--- config.mk ---
export PLATFORM = sky130hd
export DESIGN_NAME = sde_sha1_engine
export DESIGN_NICKNAME = d
export VERILOG_FILES = /design/src/sde_pkg.sv /design/src/sde_word_buffer.sv /design/src/sde_sha1_engine.sv
export SDC_FILE = /design/constraint.sdc
export NUM_CORES = 2
export LEC_CHECK = 0
export BUFFER_PORTS_ARGS = -buffer_cell sky130_fd_sc_hd__buf_4
export CAP_MARGIN = 20
export CORE_MARGIN = 4
export CORE_UTILIZATION = 55
export DETAILED_ROUTE_END_ITERATION = 10
export PLACE_DENSITY = 0.75
export SLEW_MARGIN = 20
export SYNTH_ARGS = -nofsm -noshare
export SYNTH_HDL_FRONTEND = slang
export SYNTH_HIERARCHICAL = 1
export SYNTH_SLANG_ARGS = --single-unit
--- constraint.sdc ---
create_clock -name clock -period 38.8 [get_ports clock]
set_clock_uncertainty 0.2 [all_clocks]
set_input_delay 1.94 -clock clock [delete_from_list [all_inputs] [get_ports clock]]
set_output_delay 1.94 -clock clock [all_outputs]
set_load 0.01 [all_outputs]
--- src/sde_pkg.sv ---
// Shared constants and carrier types of the message digest engine.
package sde_pkg;

  localparam int unsigned WORD_W      = 32;
  localparam int unsigned BLOCK_WORDS = 16;
  localparam logic [6:0]  ROUND_LAST  = 7'h4F;
  localparam logic [4:0]  REQ_WORDS   = 5'h10;
  localparam logic [3:0]  LEN_HI_IDX  = 4'hE;
  localparam logic [3:0]  LEN_LO_IDX  = 4'hF;
  localparam logic [3:0]  LEN_ROOM_IDX = 4'hD;
  localparam logic [31:0] PAD_WORD    = 32'h8000_0000;
  localparam logic [1:0]  BYTES_ALL   = 2'h3;
  localparam logic [60:0] BYTES_WORD  = 61'h4;

  localparam logic [31:0] IV0 = 32'h6745_2301;
  localparam logic [31:0] IV1 = 32'hEFCD_AB89;
  localparam logic [31:0] IV2 = 32'h98BA_DCFE;
  localparam logic [31:0] IV3 = 32'h1032_5476;
  localparam logic [31:0] IV4 = 32'hC3D2_E1F0;

  localparam logic [31:0] K0 = 32'h5A82_7999;
  localparam logic [31:0] K1 = 32'h6ED9_EBA1;
  localparam logic [31:0] K2 = 32'h8F1B_BCDC;
  localparam logic [31:0] K3 = 32'hCA62_C1D6;
  localparam logic [6:0]  ROUND_Q1 = 7'h14;
  localparam logic [6:0]  ROUND_Q2 = 7'h28;
  localparam logic [6:0]  ROUND_Q3 = 7'h3C;

  typedef struct packed {
    logic [31:0] data;
    logic        last;
    logic [1:0]  bytes;
  } sde_word_t;

  typedef enum {
    SDE_IDLE,
    SDE_LOAD,
    SDE_PAD,
    SDE_COMPUTE,
    SDE_FINISH
  } sde_phase_t;

  typedef struct packed {
    sde_phase_t         phase;
    logic [6:0]         round;
    logic [4:0][31:0]   work;
    logic [4:0][31:0]   hash;
    logic [15:0][31:0]  sched;
    logic [60:0]        nbytes;
    logic               msg_done;
    logic               pad_done;
    logic               len_room;
    logic               len_done;
    logic [4:0]         in_cnt;
    logic               in_last;
    logic               req;
    logic               valid;
    logic [4:0][31:0]   digest;
  } sde_state_t;

endpackage

--- src/sde_word_buffer.sv ---
// Two-entry word buffer with valid and ready on both sides.
`timescale 1ns/1ps

module sde_word_buffer #(
  parameter int unsigned WIDTH = 35
) (
  input  wire logic             clock,
  input  wire logic             rst_n,
  input  wire logic             flush,
  input  wire logic             in_valid,
  output logic                  in_ready,
  input  wire logic [WIDTH-1:0] in_data,
  output logic                  out_valid,
  input  wire logic             out_ready,
  output logic [WIDTH-1:0]      out_data
);

  typedef struct packed {
    logic [1:0][WIDTH-1:0] slot;
    logic                  head;
    logic [1:0]            count;
  } sde_buf_state_t;

  sde_buf_state_t cur_ff;
  sde_buf_state_t nxt_buf;
  logic           push;
  logic           pop;
  logic           tail;

  assign in_ready  = (cur_ff.count != 2'h2);
  assign out_valid = (cur_ff.count != 2'h0);
  assign out_data  = cur_ff.slot[cur_ff.head];
  assign push      = in_valid & in_ready;
  assign pop       = out_valid & out_ready;
  assign tail      = cur_ff.head ^ cur_ff.count[0];

  always_comb
  begin
    nxt_buf = cur_ff;
    if (push)
    begin
      nxt_buf.slot[tail] = in_data;
    end
    if (pop)
    begin
      nxt_buf.head = ~cur_ff.head;
    end
    nxt_buf.count = cur_ff.count + {1'b0, push} - {1'b0, pop};
    if (flush)
    begin
      nxt_buf.count = 2'h0;
      nxt_buf.head  = 1'b0;
    end
  end

  always_ff @(posedge clock or negedge rst_n)
  begin
    if (!rst_n)
    begin
      cur_ff <= '0;
    end
    else
    begin
      cur_ff <= nxt_buf;
    end
  end

endmodule // sde_word_buffer

--- src/sde_sha1_engine.sv ---
`timescale 1ns/1ps

module sde_sha1_engine (
  input  wire logic        clock,
  input  wire logic        nrst,
  input  wire logic        enable,
  input  wire logic        msg_start,
  input  wire logic [31:0] din,
  input  wire logic        word_accept,
  input  wire logic [1:0]  last_bytes,
  input  wire logic        last_word,
  output logic             word_request,
  output logic             digest_valid,
  output logic [31:0]      digest_word_first,
  output logic [31:0]      digest_word_second,
  output logic [31:0]      digest_word_third,
  output logic [31:0]      digest_word_fourth,
  output logic [31:0]      digest_word_fifth
);

  // The synchronised reset still asserts at once, so outputs clear
  // without waiting for a clock edge.
  logic [1:0]          rst_sync_ff;
  logic                rst_n;
  sde_pkg::sde_state_t cur_ff;
  sde_pkg::sde_state_t nxt_st;
  sde_pkg::sde_word_t  in_word;
  sde_pkg::sde_word_t  buf_word;
  logic                buf_in_ready;
  logic                buf_out_valid;
  logic                buf_pop;
  logic                accept;
  logic                flush;

  // Release passes two flops so that no register leaves reset alone.
  always_ff @(posedge clock or negedge nrst)
  begin
    if (!nrst)
    begin
      rst_sync_ff <= 2'h0;
    end
    else
    begin
      rst_sync_ff <= {rst_sync_ff[0], 1'b1};
    end
  end

  assign rst_n = rst_sync_ff[1];

  function automatic logic [31:0] rol(input logic [31:0] v,
                                     input int unsigned n);
    rol = (v << n) | (v >> (32 - n));
  endfunction

  // One SHA-1 round; work[4] is a and work[0] is e.
  function automatic logic [4:0][31:0] sha_round(
    input logic [6:0]       t,
    input logic [4:0][31:0] s,
    input logic [31:0]      w
  );
    logic [31:0] f;
    logic [31:0] k;
    logic [31:0] tmp;
    if (t < sde_pkg::ROUND_Q1)
    begin
      f = (s[3] & s[2]) | (~s[3] & s[1]);
      k = sde_pkg::K0;
    end
    else if (t < sde_pkg::ROUND_Q2)
    begin
      f = s[3] ^ s[2] ^ s[1];
      k = sde_pkg::K1;
    end
    else if (t < sde_pkg::ROUND_Q3)
    begin
      f = (s[3] & s[2]) | (s[3] & s[1]) | (s[2] & s[1]);
      k = sde_pkg::K2;
    end
    else
    begin
      f = s[3] ^ s[2] ^ s[1];
      k = sde_pkg::K3;
    end
    tmp = rol(s[4], 5) + f + s[0] + k + w;
    sha_round = {tmp, s[4], rol(s[3], 30), s[2], s[1]};
  endfunction

  // Keeps the valid top bytes, then places the pad byte just below them unless all four bytes are valid.
  function automatic logic [31:0] pad_last(input logic [31:0] d,
                                           input logic [1:0]  b);
    case (b)
      2'h0:    pad_last = {d[31:24], 24'h80_0000};
      2'h1:    pad_last = {d[31:16], 16'h8000};
      2'h2:    pad_last = {d[31:8], 8'h80};
      default: pad_last = d;
    endcase
  endfunction

  // Both length words need the last two slots of a block, so the padded
  // word must sit in slot 13 or below for them to share its block.
  function automatic logic room_for_len(input logic [3:0] slot);
    room_for_len = (slot <= sde_pkg::LEN_ROOM_IDX);
  endfunction

  assign in_word.data  = din;
  assign in_word.last  = last_word;
  assign in_word.bytes = last_bytes;
  assign accept  = enable & cur_ff.req & word_accept & buf_in_ready;
  assign flush   = enable & msg_start;
  assign buf_pop = enable & (cur_ff.phase == sde_pkg::SDE_LOAD);

  // The buffer decouples the host handshake from the round logic; it
  // never fills, since loading drains one word for each one taken.
  sde_word_buffer #(
    .WIDTH ($bits(sde_pkg::sde_word_t))
  ) u_buffer (
    .clock     (clock),
    .rst_n     (rst_n),
    .flush     (flush),
    .in_valid  (accept),
    .in_ready  (buf_in_ready),
    .in_data   (in_word),
    .out_valid (buf_out_valid),
    .out_ready (buf_pop),
    .out_data  (buf_word)
  );

  always_comb
  begin
    logic [31:0]      w_in;
    logic [31:0]      w_new;
    logic [3:0]       idx;
    logic [4:0][31:0] sum;
    logic [63:0]      bit_len;
    w_in    = '0;
    w_new   = '0;
    idx     = cur_ff.round[3:0];
    sum     = '0;
    bit_len = {cur_ff.nbytes, 3'h0};
    nxt_st  = cur_ff;
    if (!enable)
    begin
      nxt_st = cur_ff;
    end
    else if (msg_start)
    begin
      nxt_st.phase    = sde_pkg::SDE_LOAD;
      nxt_st.round    = '0;
      nxt_st.hash     = {sde_pkg::IV0, sde_pkg::IV1, sde_pkg::IV2,
                         sde_pkg::IV3, sde_pkg::IV4};
      nxt_st.work     = nxt_st.hash;
      nxt_st.nbytes   = '0;
      nxt_st.msg_done = 1'b0;
      nxt_st.pad_done = 1'b0;
      nxt_st.len_room = 1'b0;
      nxt_st.len_done = 1'b0;
      nxt_st.in_cnt   = '0;
      nxt_st.in_last  = 1'b0;
      nxt_st.valid    = 1'b0;
    end
    else
    begin
      if (accept)
      begin
        nxt_st.in_cnt  = cur_ff.in_cnt + 5'h1;
        nxt_st.in_last = last_word;
      end
      case (cur_ff.phase)
        sde_pkg::SDE_LOAD:
        begin
          // Without a buffered word nothing moves, which is the stall.
          if (buf_out_valid)
          begin
            w_in = buf_word.data;
            if (buf_word.last)
            begin
              w_in = pad_last(buf_word.data, buf_word.bytes);
              nxt_st.nbytes = cur_ff.nbytes
                              + {59'h0, buf_word.bytes} + 61'h1;
              nxt_st.msg_done = 1'b1;
              nxt_st.pad_done = (buf_word.bytes != sde_pkg::BYTES_ALL);
              nxt_st.len_room = room_for_len(idx);
            end
            else
            begin
              nxt_st.nbytes = cur_ff.nbytes + sde_pkg::BYTES_WORD;
            end
            // The first sixteen rounds run on the words as they arrive.
            nxt_st.sched[idx] = w_in;
            nxt_st.work  = sha_round(cur_ff.round, cur_ff.work, w_in);
            nxt_st.round = cur_ff.round + 7'h1;
            if (idx == sde_pkg::LEN_LO_IDX)
            begin
              nxt_st.phase = sde_pkg::SDE_COMPUTE;
            end
            else if (buf_word.last)
            begin
              nxt_st.phase = sde_pkg::SDE_PAD;
            end
          end
        end
        sde_pkg::SDE_PAD:
        begin
          // Pad and length words go in one per remaining slot, so the
          // padding delay is three cycles only when the final word lands
          // in slot 12; a later slot can cost a whole extra block.
          if (!cur_ff.pad_done)
          begin
            w_in = sde_pkg::PAD_WORD;
            nxt_st.pad_done = 1'b1;
            nxt_st.len_room = room_for_len(idx);
          end
          else if (cur_ff.len_room && idx == sde_pkg::LEN_HI_IDX)
          begin
            w_in = bit_len[63:32];
          end
          else if (cur_ff.len_room && idx == sde_pkg::LEN_LO_IDX)
          begin
            w_in = bit_len[31:0];
            nxt_st.len_done = 1'b1;
          end
          nxt_st.sched[idx] = w_in;
          nxt_st.work  = sha_round(cur_ff.round, cur_ff.work, w_in);
          nxt_st.round = cur_ff.round + 7'h1;
          if (idx == sde_pkg::LEN_LO_IDX)
          begin
            nxt_st.phase = sde_pkg::SDE_COMPUTE;
          end
        end
        sde_pkg::SDE_COMPUTE:
        begin
          // The schedule is a 16-word ring indexed by the round number.
          w_new = rol(cur_ff.sched[idx + 4'hD] ^ cur_ff.sched[idx + 4'h8]
                      ^ cur_ff.sched[idx + 4'h2] ^ cur_ff.sched[idx], 1);
          nxt_st.sched[idx] = w_new;
          nxt_st.work  = sha_round(cur_ff.round, cur_ff.work, w_new);
          nxt_st.round = cur_ff.round + 7'h1;
          if (cur_ff.round == sde_pkg::ROUND_LAST)
          begin
            nxt_st.phase  = sde_pkg::SDE_FINISH;
            // The word count restarts here so that a word taken during
            // the add cycle is counted towards the next block.
            nxt_st.in_cnt = '0;
          end
        end
        sde_pkg::SDE_FINISH:
        begin
          // The add cycle folds the block result into the running digest.
          for (int i = 0; i < 5; i++)
          begin
            sum[i] = cur_ff.hash[i] + cur_ff.work[i];
          end
          nxt_st.hash   = sum;
          nxt_st.work   = sum;
          nxt_st.round  = '0;
          if (cur_ff.pad_done)
          begin
            nxt_st.len_room = 1'b1;
          end
          if (cur_ff.len_done)
          begin
            nxt_st.phase  = sde_pkg::SDE_IDLE;
            nxt_st.digest = sum;
            nxt_st.valid  = 1'b1;
          end
          else if (cur_ff.msg_done)
          begin
            nxt_st.phase = sde_pkg::SDE_PAD;
          end
          else
          begin
            nxt_st.phase = sde_pkg::SDE_LOAD;
          end
        end
        sde_pkg::SDE_IDLE:
        begin
          // The digest and its valid flag stay put until the next start.
          nxt_st.phase = sde_pkg::SDE_IDLE;
        end
        default:
        begin
          nxt_st.phase = sde_pkg::SDE_IDLE;
        end
      endcase
    end
    // Request reopens in the add cycle, and the buffer keeps a word taken
    // then until loading resumes; so the block gap stays at 65 cycles in
    // spite of the buffer's stage. It stops once a block's words or the
    // final word are taken.
    nxt_st.req = ((nxt_st.phase == sde_pkg::SDE_LOAD)
                  || (nxt_st.phase == sde_pkg::SDE_FINISH))
                 && (nxt_st.in_cnt < sde_pkg::REQ_WORDS)
                 && !nxt_st.in_last;
    if (!enable)
    begin
      // Enable low holds every field, the request included.
      nxt_st.req = cur_ff.req;
    end
  end

  always_ff @(posedge clock or negedge rst_n)
  begin
    if (!rst_n)
    begin
      cur_ff       <= '0;
      cur_ff.phase <= sde_pkg::SDE_IDLE;
    end
    else
    begin
      cur_ff <= nxt_st;
    end
  end

  assign word_request       = cur_ff.req;
  assign digest_valid       = cur_ff.valid;
  assign digest_word_first  = cur_ff.digest[4];
  assign digest_word_second = cur_ff.digest[3];
  assign digest_word_third  = cur_ff.digest[2];
  assign digest_word_fourth = cur_ff.digest[1];
  assign digest_word_fifth  = cur_ff.digest[0];

endmodule // sde_sha1_engine

==> out/metrics.cfg <==
[outcome]
outcome=finished clean

[worst_setup_path]
worstPathMaxFanout=75
r2r_slack_ns=27.98
startpoint=cur_ff[1066]
cp-end-kind=register
crit_type=register to register
regToRegStartpoint=cur_ff[1066]
worstSetupEndpoint=cur_ff[1064]
crit_arrival_ns=11.33
critical_path_required_ns=39.31
reg2regPathDepth=23
r2r-end=cur_ff[1064]
cp-start-kind=register

[sta]
fin_ws_ns=27.98
max-slew-margin-rel_pct=15.9
worst_pin_slew_ns=1.26
holdWs_ns=0.0891
rsz0062_at_grt=no
setup_viol=0
tns_ns=0
post-route-period-util_pct=27.9
maxSlewViolCount=0
fmax_mhz=92.4
layout_min_cycle_time_ns=10.82
final-hold-violation-count=0

[global_routing]
grt_pass1_vias=66805
grt_pass1_wl_um=410000
grt_usage_pct=34.2
met2_usage_pct=52.9
grt_max_degree=191
grt.met1_usage_pct=44.6
antenna_found_initial=5
gr-total-overflow=0
grt_most_used_layer=met2
grtUsageMet3_pct=7.13

[power_and_ir_drop]
internal_power_w=0.00473
powerDensity_mw_per_mm2=105
ir_drop_uv=96.0
switchingPower_w=0.00465
p_leak_nw=39.8
combPwrFrac_pct=68.1
sw_frac_of_total_pct=49.6
clkPwrFrac_pct=14.3
p_seq_share_pct=17.6

[placement]
port_buffers=201
gp_congestion=1.04
dp_hpwl_um=188000
place_worst_setup_slack_ns=28.29
place_area_mm2=0.0844

[route]
ant_nets=0
viasPerCell=6.58
dr.pass1.iters=6
wire_per_inst_um=26.4
drt_iter0_drc=7715
vias=67177
totalWireLength_um=270000
drc=0

[clock_network]
path_clk_slew_ns=0.06
cts_hold_buf=0
numClockSinks=1179
cts_tree=done
clock_path_buffers=3
post_cts_resized=0
clockRootBuffer=clkbuf_16
post_cts_buffers=0
clk_latency_ns=0.80
cts_buffers=134
htreeDepth=4

[final_layout]
areaGrowthSynthToFinish_pct=7.88
nets=8714
layout_common_cells=nand2_1 (1231), dfrtp_1 (1172), o21ai_0 (834), nor2_1 (436), inv_1 (423)
stdcell_area_mm2=0.0892
utilization_pct=60.0
drive_gt1_share_pct=13.8
mostFrequentLayoutCell=nand2_1

[synthesis]
avgSynthCellArea_um2=9.94
syn_nets=8934
ys_ff_latch=1179
yosysWarnings=6
synthesis.area_mm2=0.0826
synth-main-ff-cell=dfrtp_1
synth.distinct_cells=98
synth_edf_count=0
netlist_instances=8316
synthArstFlopShare_pct=100
seq_area_frac_synth_pct=35.7

[flow_run]
maxCapViolations=0

[min_path]
worst_hold_path_type=register to async pin

[floorplanning]
io_pins=202
start_util_pct=55.6
coreArea_mm2=0.149
die_w_um=396
die_y_um=396
rows=141
dieArea_mm2=0.157

-- final cells by class --
cell class                 instances  area (um2)
inverter                         426        1600
clock inverter                    52         728
fill                           12185       59400
tap                             2002        2500
sequential                      1179       29500
antenna                            1        2.50
multi-input combinational       6042       48500
clock buffer                     195        3910
timing repair buffer             313        2400
-- registers in the layout (all words and copies together), names as in the netlist --
name                cells
rst_sync_ff             2
digest_word_third      32
digest_word_fifth      32
digest_word_second     32
digest_word_first      32
word_request            1
u_buffer/cur_ff        73
digest_word_fourth     32
cur_ff                942
digest_valid            1
-- power by group through the flow --
stage | Sequential (W) | Clock (W) | Combinational (W)
after floorplan | 0.00154 | 0 | 0.00469
after global placement | 0.00165 | 0 | 0.00612
after detailed placement | 0.00166 | 0 | 0.00619
after CTS | 0.00164 | 0.00136 | 0.00623
after global routing | 0.00167 | 0.00141 | 0.00694
final | 0.00165 | 0.00135 | 0.00639
-- cells in the mapped netlist (32+ instances only) --
library cell  number  share of area (%)
a221oi_1          67               0.71
nor3_1            34               0.21
o21bai_1          70               0.64
buf_2             75               0.45
o221ai_1          45               0.48
or3_1             58               0.44
o22ai_1           38               0.29
a21oi_1          414                2.5
dfrtp_1         1179                 36
xnor2_1          348                3.7
ha_1             276                4.2
mux4_2           384                 10
clkbuf_1         366                1.7
o22a_1            72               0.76
and2_1            32               0.24
nand3_1           89               0.54
mux2_2            53               0.72
buf_1             35               0.16
nand3b_1          36               0.33
a31oi_1           40               0.30
o21ai_0          836                5.1
buf_4            172                1.6
mux2i_1           56               0.68
nand2b_1          45               0.34
nor2_1           444                2.0
xor2_1           235                2.5
nor2b_1           63               0.48
o21a_1            54               0.49
fa_1             302                7.3
a211oi_1          66               0.60
and3_1            39               0.30
a22o_1            81               0.86
inv_1            424                1.9
a21o_1           125                1.1
nand2_1         1234                5.6
a22oi_1           45               0.41
-- cells by family (layout without fill, tap and decap cells) --
logic type      after synthesis  after routing  share of synthesized area [%]
other cells                   1              2                        0.00454
flops                      1179           1179                           35.7
fa+ha+maj                   578            578                           11.5
buf+inv                    1095            986                           6.05
xor+xnor                    585            585                           6.22
simple gates               2180           2180                           11.6
mux                         500            500                           12.1
compound gates             2198           2198                           16.8
-- metrics by stage --
step           total power (W)  cells
2_1_floorplan          0.00623   8316
3_3_place_gp           0.00777   9959
3_5_place_dp           0.00785   9960
4_1_cts                0.00923  10207
5_1_grt                 0.0100  10209
6_report               0.00939  10210
-- how the worst min path moves through the flow --
stage	startpoint	endpoint	slack [ns]	cells after the start
global route	rst_sync_ff[1]	cur_ff[578]	0.13	0
floorplan	rst_sync_ff[0]	rst_sync_ff[1]	0.13	0
detailed placement	rst_sync_ff[1]	cur_ff[578]	0.10	0
global placement	rst_sync_ff[1]	cur_ff[578]	0.10	0
CTS	rst_sync_ff[1]	cur_ff[578]	0.11	0
finish	rst_sync_ff[1]	cur_ff[578]	0.09	0
-- critical path, stage by stage, from the launching register on --
cell and delay (ns):
dfrtp_4 1.15, inv_1 0.77, ha_4 1.13, buf_4 0.86, mux4_2 0.43, mux4_2 0.48, xnor2_1 0.17, xnor2_1 0.63
fa_1 0.57, fa_1 0.49, fa_1 0.54, inv_1 0.06, fa_1 0.37, nand2b_1 0.20, a21oi_1 0.25, o221ai_1 0.34
a211oi_1 0.58, nor3_1 0.25, o211ai_1 0.23, o211ai_1 0.14, xnor2_1 0.16, nor2_1 0.05, o311a_1 0.34, o22ai_2 0.11
-- routing by layer --
metal  part of all wire, %  up-vias
li1                      -    28961
met1                    37    33566
met2                    45     3778
met3                    10      868
met4                   7.1        4
met5                 0.011        -
Power figures use the tool's default switching activity.
